`config.mk`:
```
export PLATFORM = sky130hd
export DESIGN_NAME = pcd_pfc
export DESIGN_NICKNAME = d
export VERILOG_FILES = /design/src/design/pcd_pkg.sv /design/src/design/pcd_sync.sv /design/src/design/pcd_pin_mux.sv /design/src/design/pcd_pfc.sv
export VERILOG_INCLUDE_DIRS = /design/src /design/src/design
export SDC_FILE = /design/constraint.sdc
export NUM_CORES = 1
export LEC_CHECK = 0
export BUFFER_PORTS_ARGS = -buffer_cell sky130_fd_sc_hd__buf_2
export CORE_MARGIN = 2
export CORE_UTILIZATION = 30
export DETAILED_ROUTE_END_ITERATION = 6
export GPL_TIMING_DRIVEN = 0
export PLACE_DENSITY_LB_ADDON = 0.25
export SLEW_MARGIN = 0
export SYNTH_ARGS = -nofsm -noshare
export SYNTH_HDL_FRONTEND = slang
export SYNTH_SLANG_ARGS = --single-unit
```
`constraint.sdc`:
```
create_clock -name CLK -period 1.6 [get_ports CLK]
set_clock_uncertainty 0.15 [all_clocks]
set_input_delay 0.32 -clock CLK [delete_from_list [all_inputs] [get_ports CLK]]
set_output_delay 0.32 -clock CLK [all_outputs]
set_load 0.1 [all_outputs]
```
`src/design/pcd_defs.svh`:
```
// Register offsets, field positions and reset values of the port C/D pin function block
`ifndef PCD_DEFS_SVH
`define PCD_DEFS_SVH
`define PCD_ADR_W 8
`define PCD_OFF_APFS 8'h00
`define PCD_OFF_APDIR 8'h04
`define PCD_OFF_DPDIR 8'h08
`define PCD_OFF_DPFS 8'h0c
`define PCD_OFF_APIN 8'h10
`define PCD_OFF_DPIN 8'h14
`define PCD_OFF_STAT 8'h18
`define PCD_RST_REG 16'h0000
`define PCD_STAT_MODE_LSB 0
`define PCD_STAT_MODE_MSB 1
`define PCD_STAT_DONE_BIT 2
`define PCD_STRAP_CYC 2'h2
`endif

```
`src/design/pcd_pkg.sv`:
```
// Types shared by the port C/D pin function block
package pcd_pkg;
  // Operating mode as strapped on the mode pins, in pin-code order
  typedef enum logic [1:0] {
    PCD_EXT8,
    PCD_EXT16,
    PCD_EXT_ROM,
    PCD_SINGLE
  } pcd_mode_t;
endpackage

```
`src/design/pcd_sync.sv`:
```
// Two-flop synchroniser for pin inputs
module pcd_sync #(
  parameter int W = 16
) (
  input wire logic clk,
  input wire logic nrst,
  input wire logic [W-1:0] d,
  output logic [W-1:0] q
);
  logic [W-1:0] meta_reg;

  if (W < 1) begin : g_bad_w
    $error("pcd_sync: W must be at least 1");
  end

  always_ff @(posedge clk or negedge nrst) begin
    if (!nrst) begin
      meta_reg <= '0;
      q <= '0;
    end else begin
      meta_reg <= d;
      q <= meta_reg;
    end
  end
endmodule

```
`src/design/pcd_pin_mux.sv`:
```
// Registered per-pin mux between general I/O and an alternate function
module pcd_pin_mux #(
  parameter int W = 16
) (
  input wire logic clk,
  input wire logic nrst,
  input wire logic [W-1:0] func_sel,
  input wire logic [W-1:0] dir,
  input wire logic [W-1:0] gpio_out,
  input wire logic [W-1:0] func_out,
  input wire logic [W-1:0] func_drive,
  output logic [W-1:0] pad_o,
  output logic [W-1:0] pad_oe_n
);
  if (W < 1) begin : g_bad_w
    $error("pcd_pin_mux: W must be at least 1");
  end

  // Pads come out of flops so no glitch reaches the pins on a mode change
  for (genvar i = 0; i < W; i++) begin : g_pin
    always_ff @(posedge clk or negedge nrst) begin
      if (!nrst) begin
        pad_o[i] <= 1'b0;
        pad_oe_n[i] <= 1'b1;
      end else if (func_sel[i]) begin
        pad_o[i] <= func_out[i];
        pad_oe_n[i] <= ~func_drive[i];
      end else begin
        pad_o[i] <= gpio_out[i];
        pad_oe_n[i] <= ~dir[i];
      end
    end
  end
endmodule

```
`src/design/pcd_pfc.sv`:
```
// Pin function control for the address port and the data port, with a Wishbone slave
`include "pcd_defs.svh"

// Operation
// - Address pin function bit 0 gives general I/O, 1 gives its address line.
// - With on-chip ROM disabled every address pin carries its address line.
// - In single-chip mode every address pin stays general I/O.
// - Data port direction register: bit 1 makes the pin an output, 0 an input.
// - Data port direction bits act only on pins working as general I/O.
// - Data port direction register clears only on external power-on reset.
// - Data port function register clears only on external power-on reset.
// - ROM-disabled 8-bit bus mode: data pins are bus lines, function bits ignored.
// - ROM-disabled 16-bit bus mode: data pins are bus lines, function bits ignored.
// - ROM-enabled extended mode: function bits share each data pin individually.
// - Single-chip mode: all data pins are general I/O, function bits ignored.
// - Data pin function bit 0 gives general I/O, 1 gives its data bus line.
// - Address pins as general I/O follow their direction bit, 1 output, 0 input.
module pcd_pfc
  import pcd_pkg::*;
#(
  parameter int PW = 16
) (
  input wire logic CLK,
  input wire logic NRST,
  input wire logic WB_CYC_I,
  input wire logic WB_STB_I,
  input wire logic WB_WE_I,
  input wire logic [`PCD_ADR_W-1:0] WB_ADR_I,
  input wire logic [3:0] WB_SEL_I,
  input wire logic [31:0] WB_DAT_I,
  output logic [31:0] WB_DAT_O,
  output logic WB_ACK_O,
  input wire logic [1:0] MODE_PIN,
  input wire logic [PW-1:0] ADDR_PAD_I,
  output logic [PW-1:0] ADDR_PAD_O,
  output logic [PW-1:0] ADDR_PAD_OE_N,
  input wire logic [PW-1:0] DATA_PAD_I,
  output logic [PW-1:0] DATA_PAD_O,
  output logic [PW-1:0] DATA_PAD_OE_N,
  input wire logic [PW-1:0] EXT_ADDR,
  input wire logic [PW-1:0] EXT_DATA_OUT,
  input wire logic EXT_DATA_DRIVE,
  output logic [PW-1:0] EXT_DATA_IN,
  input wire logic [PW-1:0] ADDR_GPIO_OUT,
  output logic [PW-1:0] ADDR_GPIO_IN,
  input wire logic [PW-1:0] DATA_GPIO_OUT,
  output logic [PW-1:0] DATA_GPIO_IN
);
  logic [PW-1:0] apfs_reg;
  logic [PW-1:0] apdir_reg;
  logic [PW-1:0] dpdir_reg;
  logic [PW-1:0] dpfs_reg;
  logic [PW-1:0] addr_in_sync;
  logic [PW-1:0] data_in_sync;
  logic [1:0] mode_sync;
  pcd_mode_t mode_reg;
  logic strap_done_reg;
  logic [1:0] strap_cnt_reg;
  logic ack_reg;
  logic [31:0] dat_o_reg;
  logic req;
  logic wr_take;
  logic rom_off;
  logic [PW-1:0] addr_sel;
  logic [PW-1:0] data_sel;
  logic [31:0] rd_next;

  if (PW != 16) begin : g_bad_pw
    $error("pcd_pfc: PW must be 16, registers are 16 bits wide");
  end

  // Byte-lane merge of a write into a 16-bit register
  function automatic logic [15:0] wb_merge(input logic [15:0] old,
                                           input logic [31:0] wd,
                                           input logic [3:0] sel);
    logic [15:0] r;
    r = old;
    if (sel[0]) r[7:0] = wd[7:0];
    if (sel[1]) r[15:8] = wd[15:8];
    return r;
  endfunction

  pcd_sync #(.W(2)) u_mode_sync (
    .clk(CLK),
    .nrst(NRST),
    .d(MODE_PIN),
    .q(mode_sync)
  );

  pcd_sync #(.W(PW)) u_addr_sync (
    .clk(CLK),
    .nrst(NRST),
    .d(ADDR_PAD_I),
    .q(addr_in_sync)
  );

  pcd_sync #(.W(PW)) u_data_sync (
    .clk(CLK),
    .nrst(NRST),
    .d(DATA_PAD_I),
    .q(data_in_sync)
  );

  // Mode straps are latched once the synchroniser has filled after reset.
  // Until then the block behaves as single-chip with all pins inputs.
  always_ff @(posedge CLK or negedge NRST) begin
    if (!NRST) begin
      strap_cnt_reg <= 2'h0;
      strap_done_reg <= 1'b0;
      mode_reg <= PCD_SINGLE;
    end else if (!strap_done_reg) begin
      if (strap_cnt_reg == `PCD_STRAP_CYC) begin
        strap_done_reg <= 1'b1;
        mode_reg <= pcd_mode_t'(mode_sync);
      end else begin
        strap_cnt_reg <= strap_cnt_reg + 2'h1;
      end
    end
  end

  // Wishbone classic: ack one cycle after the request, dropped the next cycle
  assign req = WB_CYC_I & WB_STB_I;
  assign wr_take = req & WB_WE_I & ack_reg;

  always_ff @(posedge CLK or negedge NRST) begin
    if (!NRST) begin
      ack_reg <= 1'b0;
    end else begin
      ack_reg <= req & ~ack_reg;
    end
  end

  // Only NRST, the external power-on reset, clears these registers.
  // No other reset source reaches them, so they hold through the rest.
  // Writes land whatever the mode, so overridden settings are kept.
  always_ff @(posedge CLK or negedge NRST) begin
    if (!NRST) begin
      apfs_reg <= `PCD_RST_REG;
      apdir_reg <= `PCD_RST_REG;
    end else if (wr_take) begin
      if (WB_ADR_I == `PCD_OFF_APFS) apfs_reg <= wb_merge(apfs_reg, WB_DAT_I, WB_SEL_I);
      if (WB_ADR_I == `PCD_OFF_APDIR) apdir_reg <= wb_merge(apdir_reg, WB_DAT_I, WB_SEL_I);
    end
  end

  always_ff @(posedge CLK or negedge NRST) begin
    if (!NRST) begin
      dpdir_reg <= `PCD_RST_REG;
      dpfs_reg <= `PCD_RST_REG;
    end else if (wr_take) begin
      if (WB_ADR_I == `PCD_OFF_DPDIR) dpdir_reg <= wb_merge(dpdir_reg, WB_DAT_I, WB_SEL_I);
      if (WB_ADR_I == `PCD_OFF_DPFS) dpfs_reg <= wb_merge(dpfs_reg, WB_DAT_I, WB_SEL_I);
    end
  end

  // Read data is captured when the request is first seen; unmapped reads 0
  always_comb begin
    rd_next = 32'h0000_0000;
    unique case (WB_ADR_I)
      `PCD_OFF_APFS: rd_next[15:0] = apfs_reg;
      `PCD_OFF_APDIR: rd_next[15:0] = apdir_reg;
      `PCD_OFF_DPDIR: rd_next[15:0] = dpdir_reg;
      `PCD_OFF_DPFS: rd_next[15:0] = dpfs_reg;
      `PCD_OFF_APIN: rd_next[15:0] = addr_in_sync;
      `PCD_OFF_DPIN: rd_next[15:0] = data_in_sync;
      `PCD_OFF_STAT: begin
        rd_next[`PCD_STAT_MODE_MSB:`PCD_STAT_MODE_LSB] = mode_reg;
        rd_next[`PCD_STAT_DONE_BIT] = strap_done_reg;
      end
      default: rd_next = 32'h0000_0000;
    endcase
  end

  always_ff @(posedge CLK or negedge NRST) begin
    if (!NRST) begin
      dat_o_reg <= 32'h0000_0000;
    end else if (req & ~ack_reg & ~WB_WE_I) begin
      dat_o_reg <= rd_next;
    end
  end

  assign WB_ACK_O = ack_reg;
  assign WB_DAT_O = dat_o_reg;

  // Effective pin function after the mode overrides
  assign rom_off = (mode_reg == PCD_EXT8) | (mode_reg == PCD_EXT16);

  always_comb begin
    unique case (mode_reg)
      PCD_EXT8, PCD_EXT16: addr_sel = '1;
      PCD_EXT_ROM: addr_sel = apfs_reg;
      PCD_SINGLE: addr_sel = '0;
    endcase
  end

  always_comb begin
    unique case (mode_reg)
      PCD_EXT8: data_sel = '1;
      PCD_EXT16: data_sel = '1;
      PCD_EXT_ROM: data_sel = dpfs_reg;
      PCD_SINGLE: data_sel = '0;
    endcase
  end

  // Address lines are outputs whenever selected; general I/O follows its direction bit
  pcd_pin_mux #(.W(PW)) u_addr_mux (
    .clk(CLK),
    .nrst(NRST),
    .func_sel(addr_sel),
    .dir(apdir_reg),
    .gpio_out(ADDR_GPIO_OUT),
    .func_out(EXT_ADDR),
    .func_drive('1),
    .pad_o(ADDR_PAD_O),
    .pad_oe_n(ADDR_PAD_OE_N)
  );

  // Data lines drive only while the bus controller writes; direction bits are unused there
  pcd_pin_mux #(.W(PW)) u_data_mux (
    .clk(CLK),
    .nrst(NRST),
    .func_sel(data_sel),
    .dir(dpdir_reg),
    .gpio_out(DATA_GPIO_OUT),
    .func_out(EXT_DATA_OUT),
    .func_drive({PW{EXT_DATA_DRIVE}}),
    .pad_o(DATA_PAD_O),
    .pad_oe_n(DATA_PAD_OE_N)
  );

  // Inputs are passed through whatever the function; consumers qualify them
  assign ADDR_GPIO_IN = addr_in_sync;
  assign DATA_GPIO_IN = data_in_sync;
  assign EXT_DATA_IN = data_in_sync;

  // ---------------- Assertions ----------------

  property p_bus_ack;
    @(posedge CLK) disable iff (!NRST)
    req && !ack_reg |=> WB_ACK_O ##1 !WB_ACK_O;
  endproperty
  a_bus_ack: assert property (p_bus_ack) else $error("ack not one cycle after request");

  property p_addr_rom_on;
    @(posedge CLK) disable iff (!NRST)
    mode_reg == PCD_EXT_ROM |=>
      ADDR_PAD_O == (($past(EXT_ADDR) & $past(apfs_reg)) | ($past(ADDR_GPIO_OUT) & ~$past(apfs_reg)));
  endproperty
  a_addr_rom_on: assert property (p_addr_rom_on) else $error("address pin mux wrong");

  property p_addr_rom_off;
    @(posedge CLK) disable iff (!NRST)
    rom_off |=> ADDR_PAD_O == $past(EXT_ADDR) && ADDR_PAD_OE_N == '0;
  endproperty
  a_addr_rom_off: assert property (p_addr_rom_off) else $error("address line not forced");

  property p_addr_single;
    @(posedge CLK) disable iff (!NRST)
    mode_reg == PCD_SINGLE |=> ADDR_PAD_O == $past(ADDR_GPIO_OUT) && ADDR_PAD_OE_N == ~$past(apdir_reg);
  endproperty
  a_addr_single: assert property (p_addr_single) else $error("address pin not general I/O");

  property p_addr_dir;
    @(posedge CLK) disable iff (!NRST)
    mode_reg == PCD_EXT_ROM |=>
      (ADDR_PAD_OE_N & ~$past(apfs_reg)) == (~$past(apdir_reg) & ~$past(apfs_reg));
  endproperty
  a_addr_dir: assert property (p_addr_dir) else $error("address direction wrong");

  property p_data_dir;
    @(posedge CLK) disable iff (!NRST)
    mode_reg == PCD_SINGLE |=> DATA_PAD_OE_N == ~$past(dpdir_reg);
  endproperty
  a_data_dir: assert property (p_data_dir) else $error("data direction wrong");

  property p_data_dir_ignored;
    @(posedge CLK) disable iff (!NRST)
    mode_reg == PCD_EXT_ROM |=>
      (DATA_PAD_OE_N & $past(dpfs_reg)) == ({PW{~$past(EXT_DATA_DRIVE)}} & $past(dpfs_reg));
  endproperty
  a_data_dir_ignored: assert property (p_data_dir_ignored) else $error("direction bit leaked");

  property p_dpdir_hold;
    @(posedge CLK) disable iff (!NRST)
    !(wr_take && WB_ADR_I == `PCD_OFF_DPDIR) |=> $stable(dpdir_reg);
  endproperty
  a_dpdir_hold: assert property (p_dpdir_hold) else $error("direction changed w/o write");

  property p_dpfs_hold;
    @(posedge CLK) disable iff (!NRST)
    !(wr_take && WB_ADR_I == `PCD_OFF_DPFS) |=> $stable(dpfs_reg);
  endproperty
  a_dpfs_hold: assert property (p_dpfs_hold) else $error("function changed w/o write");

  property p_data_ext8;
    @(posedge CLK) disable iff (!NRST)
    mode_reg == PCD_EXT8 |=> DATA_PAD_O == $past(EXT_DATA_OUT)
      && DATA_PAD_OE_N == {PW{~$past(EXT_DATA_DRIVE)}};
  endproperty
  a_data_ext8: assert property (p_data_ext8) else $error("8-bit bus not on data pins");

  property p_data_ext16;
    @(posedge CLK) disable iff (!NRST)
    mode_reg == PCD_EXT16 |=> DATA_PAD_O == $past(EXT_DATA_OUT);
  endproperty
  a_data_ext16: assert property (p_data_ext16) else $error("16-bit bus not on data pins");

  property p_data_rom_on;
    @(posedge CLK) disable iff (!NRST)
    mode_reg == PCD_EXT_ROM |=>
      DATA_PAD_O == (($past(EXT_DATA_OUT) & $past(dpfs_reg)) | ($past(DATA_GPIO_OUT) & ~$past(dpfs_reg)));
  endproperty
  a_data_rom_on: assert property (p_data_rom_on) else $error("data pin sharing wrong");

  property p_data_single;
    @(posedge CLK) disable iff (!NRST)
    mode_reg == PCD_SINGLE |=> DATA_PAD_O == $past(DATA_GPIO_OUT);
  endproperty
  a_data_single: assert property (p_data_single) else $error("data pin not general I/O");

  property p_keep_write;
    @(posedge CLK) disable iff (!NRST)
    wr_take && WB_ADR_I == `PCD_OFF_DPFS && WB_SEL_I[1:0] == 2'h3 && mode_reg != PCD_EXT_ROM
      |=> {16'h0000, dpfs_reg} == ($past(WB_DAT_I) & 32'h0000_ffff);
  endproperty
  a_keep_write: assert property (p_keep_write) else $error("overridden write lost");

  property p_data_ext16_oe;
    @(posedge CLK) disable iff (!NRST)
    mode_reg == PCD_EXT16 |=> DATA_PAD_OE_N == {PW{~$past(EXT_DATA_DRIVE)}};
  endproperty
  a_data_ext16_oe: assert property (p_data_ext16_oe) else $error("16-bit bus drive wrong");

  property p_data_rom_gpio;
    @(posedge CLK) disable iff (!NRST)
    mode_reg == PCD_EXT_ROM |=>
      (DATA_PAD_OE_N & ~$past(dpfs_reg)) == (~$past(dpdir_reg) & ~$past(dpfs_reg));
  endproperty
  a_data_rom_gpio: assert property (p_data_rom_gpio) else $error("shared data pin direction wrong");

  // Read data must show the register as it stood when the request was taken
  property p_rd_dpdir;
    @(posedge CLK) disable iff (!NRST)
    req && !ack_reg && !WB_WE_I && WB_ADR_I == `PCD_OFF_DPDIR |=> WB_DAT_O == {16'h0000, $past(dpdir_reg)};
  endproperty
  a_rd_dpdir: assert property (p_rd_dpdir) else $error("direction read data wrong");
endmodule

```
==> run metrics, run 1 <==
utilization after layout 0.5333; setup tns final -14,110 ps; Worst Hold Class in -> reg; largest net degree at the start of global routing 87; post-route setup slack -159.6 ps; First-pass DRT Iterations 4; H-tree Lvls 1; Max Fanout on Critical Path 8; Remaining DRCs 0; gr ovfl total 0; Worst Reg-to-Reg Cells 5; Clock Tree Root clkbuf_16; unrepaired setup endpoints after global routing true; area of the multi-input gates 3274 um^2; initial drt markers 281; Worst Hold Path Cells 3; All-Layer GR Usage 0.1901; die outline area 30,460 um^2; most common cell after layout, fill and taps aside dfrtp_1; Post-Syn Area 8723 um^2; Pwr Density 992.9 nW/um^2; routed length per placed instance 20.12 um; Area Growth Syn to Fin 75.49%; WS Path Type reg -> reg; CTS buffer count 25; Final min period 1760 ps; vias post-DR 6,699; Worst Tran Pin Value 934.7 ps; hold path start WB_ADR_I[6]; Hold Crit Endpoint WB_DAT_O[6]; Critical R2R Launch WB_ACK_O; Fillers 2,366; Hold Violations, Final 0; Netlist cell types 58; IR Drop Worst-Case VDD 785.5 uV; antenna-violating nets left 0; I/O pin count 293; Main synth FF type dfrtp_1; number of diodes 0; Yosys warnings 0; Longest Clk Path Bufs 3; RD Place Congestion 0.7599; Hold Worst Slack 47.60 ps; Routed WL 29.76 mm; vias in the first global route 7,350; clk sinks 218; R2R Setup Slk -160 ps; status finished with violations; Place WS -980.6 ps; initial core utilization 0.3039; endpoint type of the worst setup path flip-flop; leakage 7.019 nW; Setup violations, final 123; sequential cell area 5535 um^2; CP required 1840 ps; first-pass GRT wire length 44.15 mm; critical path data arrival time 2000 ps; dpl hpwl 18.89 mm; RR Endpoint apdir_reg[4]; via/cell ratio 4.529; DIE HEIGHT 174.5 um; clock latency on the worst-skew pair 510 ps; flops & latches, synth 218; maxcap violations 0; Mapped Cells 628; initial antenna violation count 0; Clock Pin Slew Worst Setup and Hold Paths 60 ps; syn avg cell area 13.89 um^2; Die Wd 174.5 um; number of port buffers 256; row count 62; Seq/Total Area, Yosys 0.6302; Startpoint Class flip-flop; EDFF count, synth 0; Tcrit/Tclk final 1.100; Final Max Tran Viols 0; layout cells sized above 1 0.5553; core area 28,700 um^2; nets@finish 1,227; Max-Slew Margin vs Limit 0.3721; commonest non-fill, non-tap cells in the layout dfrtp_1, buf_2, dlygate4sd3_1; Synth async-reset ratio 1.000; violated checks negative setup slack; Max Freq 568.3 MHz; CTS tree built
what timing repair did:
action | in CTS | in global routing
hold buffers | 118 | 0
endpoints found under the hold margin | 196 | 0
pin swaps | 5 | 4
setup buffers | 21 | 10
gates cloned | 0 | 2
endpoints found under the setup margin | 255 | 201
gates resized for setup | 511 | 129
critical path: stages, from the launching register on:
cell and delay, ps:
dfrtp_4 450, and4_4 260, buf_4 120, and2_4 200, nand2_8 120, mux2_4 330
through the flow:
stage / area [um^2] / power (mW) / std cells
2_1_floorplan: 8954 / 7.986 / 643
3_3_place_gp: 10720 / 8.644 / 1283
3_5_place_dp: 10780 / 8.679 / 1285
4_1_cts: 14730 / 15.21 / 1467
5_1_grt: 15310 / 15.76 / 1479
6_report: 15310 / 15.20 / 1479
Yosys cell counts, types with 2 or more instances:
cell type	number	share of area
dfrtp_1	184	0.53
mux2_2	96	0.12
o21ai_0	45	0.026
dfstp_2	34	0.10
inv_1	33	0.014
buf_4	32	0.028
mux2i_1	28	0.032
nor2_1	27	0.012
nand2_1	20	0.0086
clkbuf_1	18	0.0077
a22oi_1	8	0.0069
mux2_4	8	0.014
mux4_2	7	0.018
nand3b_1	7	0.0060
a2bb2oi_1	6	0.0060
a31oi_1	5	0.0036
buf_2	4	0.0023
nor3_4	4	0.0075
a21oi_1	3	0.0017
a22o_1	3	0.0030
and2_1	3	0.0022
nor2b_1	3	0.0022
nor3_1	3	0.0017
o2bb2ai_1	3	0.0030
a221oi_1	2	0.0020
a32oi_1	2	0.0020
and3_1	2	0.0014
buf_1	2	0.00086
buf_6	2	0.0026
nand3_1	2	0.0011
o21a_1	2	0.0017
o22ai_1	2	0.0014
o31ai_1	2	0.0017
or4_1	2	0.0017
how the worst max path moves through the flow:
stage / from / end / slack, ps / cells after the start
after floorplan: WB_ADR_I[5] / dpfs_reg[10] / -540 / 6
after global placement: NRST / WB_ACK_O / -4610 / 1
after detailed placement: WB_ADR_I[1] / apdir_reg[4] / -980 / 5
after CTS: WB_ACK_O / WB_DAT_O[2] / -210 / 5
after global routing: WB_ACK_O / WB_DAT_O[2] / -200 / 5
final: WB_ACK_O / apdir_reg[4] / -160 / 5
power breakdown:
group	switching [mW]	internal (mW)	total, mW
Clock	2.25	3.35	5.59
Sequential	0.195	5.79	5.98
Combinational	2.31	1.31	3.62
cells by family (layout without fill, tap and decap cells):
| kind of cell | count (synthesis) | count (layout) | share of synthesized area |
|---|---|---|---|
| DFF | 218 | 218 | 0.6302 |
| other | 1 | 16 | 0.0004299 |
| buffers and inverters | 91 | 543 | 0.05522 |
| muxes | 140 | 140 | 0.1892 |
| xor gates and xnor gates | 1 | 1 | 0.001004 |
| AOI/OAI and AO/OA | 89 | 89 | 0.06455 |
| adders and majority gates | 1 | 1 | 0.001434 |
| and+or+nand+nor | 87 | 87 | 0.05795 |
cell type report:
class | count | area share
buffer | 57 | 0.03539
clock buffer | 39 | 0.04888
clock inverter | 5 | 0.003433
inverter | 33 | 0.008092
multi-input combinational | 334 | 0.2139
sequential | 218 | 0.3616
tap | 384 | 0.03139
timing repair buffer | 409 | 0.2973
metal layers:
layer / routed length (um) / up-vias / share of wire / global-route usage
met2: 15310 / 227 / 0.51 / 0.3395
li1: - / 3051 / - / -
met1: 11870 / 3384 / 0.40 / 0.2342
met3: 1949 / 37 / 0.066 / 0.04353
met5: 0 / - / 0 / 0
met4: 619 / 0 / 0.021 / 0.04167
(Power assumes the default switching activity.)
==> run 2, diff against run 1 <==
- PLACE_DENSITY_LB_ADDON: 0.25 -> 0.1
==> run 2 against run 1 <==
The run ends with negative hold slack, negative setup slack left. Critical endpoint is now dpdir_reg[14]. Largest power group unchanged. Worst setup slack worse by 17 ps. Sequential power hardly changed. Highest routed layer unchanged. Final cell count rose by 1.0%. Core utilization fell by 0.13 points. Fmax fell by 0.97%. Sequential share of layout area grew 0.086 points. Final area down 0.24%. Critical path depth did not move. Global-route usage fell by 0.28 points. Clock power up 3%. Sequential cell count is the same.
==> run metrics, run 2 (same netlist as run 1, synthesis figures left out) <==
status finished with violations; violated checks negative hold slack, negative setup slack; Worst Hold Class in -> async; Remaining DRCs 0; layout cells sized above 1 0.5613; most common cell after layout, fill and taps aside dfrtp_1; WS Path Type reg -> reg; setup tns final -10,910 ps; Area Growth Syn to Fin 75.07%; IR Drop Worst-Case VDD 704.6 uV; wl on met1 12.01 mm; row count 62; first-pass GRT wire length 43.35 mm; via/cell ratio 4.450; number of port buffers 256; maxcap violations 0; CTS buffer count 26; Tcrit/Tclk final 1.111; uppermost routed layer met4; Clock Pin Slew Worst Setup and Hold Paths 60 ps; initial core utilization 0.3039; Final Max Tran Viols 0; vias post-DR 6,648; post-route setup slack -176.9 ps; critical path data arrival time 2030 ps; Max Fanout on Critical Path 5; nets@finish 1,240; Max Freq 562.8 MHz; unrepaired setup endpoints after global routing true; routed length per placed instance 19.39 um; initial antenna violation count 0; Max-Slew Margin vs Limit 0.2756; placed insts 1,284; Setup violations, final 113; First-pass DRT Iterations 4; CP peak stage delay 440 ps; clock latency on the worst-skew pair 520 ps; clk sinks 218; Worst Tran Pin Value 1078 ps; I/O pin count 293; Hold Violations, Final 95; Routed WL 28.97 mm; Startpoint Class flip-flop; Clock Tree Root clkbuf_16; gr ovfl total 0; vias in the first global route 7,154; endpoint type of the worst setup path flip-flop; leakage 6.965 nW; antenna-violating nets left 0; met2 WL 14.85 mm; CP required 1850 ps; Hold Worst Slack -263.0 ps; die outline area 30,460 um^2; Longest Clk Path Bufs 3; CP max-delay cell dfrtp_4; RD Place Congestion 0.7429; Final min period 1777 ps; CTS tree built; DIE HEIGHT 174.5 um; commonest non-fill, non-tap cells in the layout dfrtp_1, buf_2, dlygate4sd3_1; met3 wire length 1.616 mm; largest net degree at the start of global routing 117; All-Layer GR Usage 0.1873; Pwr Density 1004 nW/um^2; core area 28,700 um^2; dpl hpwl 18.66 mm; number of diodes 0; Non-Filler Instances 1,494; cells along the critical path and4_4, nand2_4, nor3_4, buf_6, mux2_4; initial drt markers 269; H-tree Lvls 1; cts hold-fix bufs 117; Die Wd 174.5 um
-- run 2: final cells by class --
type | count | area, um^2
Buffer | 58 | 540.5
Timing Repair Buffer | 420 | 4601
Multi-Input combinational cell | 334 | 3164
Tap cell | 384 | 480.5
Fill cell | 2431 | 13430
Sequential cell | 218 | 5535
Clock buffer | 37 | 743.2
Inverter | 33 | 123.9
Clock inverter | 10 | 83.83
-- run 2: worst paths after layout --
check / start / to / slack, ps / depth (start not counted)
worst max-delay path: WB_ACK_O / dpdir_reg[14] / -180 / 5
worst min-delay path: NRST / u_data_mux.pad_o[1] / -260 / 1
worst max register to register: WB_ACK_O / dpdir_reg[14] / -180 / 5
worst min register to register: u_data_sync.meta_reg[11] / u_data_sync.q[11] / 190 / 0
max in group asynchronous: NRST / u_addr_sync.q[14] / 500 / 2
min in group CLK: WB_ADR_I[6] / WB_DAT_O[6] / 60 / 4
-- run 2: timing repair --
item / in CTS / in global routing
endpoints found under the hold margin: 232 / 95
gates cloned: 0 / 1
endpoints found under the setup margin: 256 / 208
buffers inserted: 29 / 17
pin swaps: 8 / 14
resized for setup: 510 / 100
-- run 2: stage by stage --
step	util	cell area, um^2	setup slack [ps]	total power, mW	hold slack (ps)
floorplan	-	8954	-536.8	7.986	-125.6
global route	0.5321	15270	-220.6	15.90	-181.0
CTS	0.5157	14800	-217.3	15.37	-221.6
detailed placement	0.3746	10750	-1002	8.680	184.6
finish	0.5321	15270	-176.9	15.33	-263.0
global placement	0.3733	10720	-4736	8.662	182.2
-- run 2: power breakdown --
part           total, mW  switching, mW  internal (mW)
combinational       3.62           2.31           1.31
sequential          5.97          0.184           5.79
clock               5.74           2.35           3.39
-- run 2: critical path: cells and delay by family (launching register included) --
family | cells | cell delay (ps)
flops | 1 | 440
buf+inv | 1 | 180
simple gates | 3 | 590
mux | 1 | 310
-- run 2: per-layer routing --
metal | vias to the layer above | track usage
met5 | - | 0
met4 | 0 | 0.03958
met3 | 35 | 0.03959
met2 | 191 | 0.3315
met1 | 3340 | 0.2360
li1 | 3082 | -
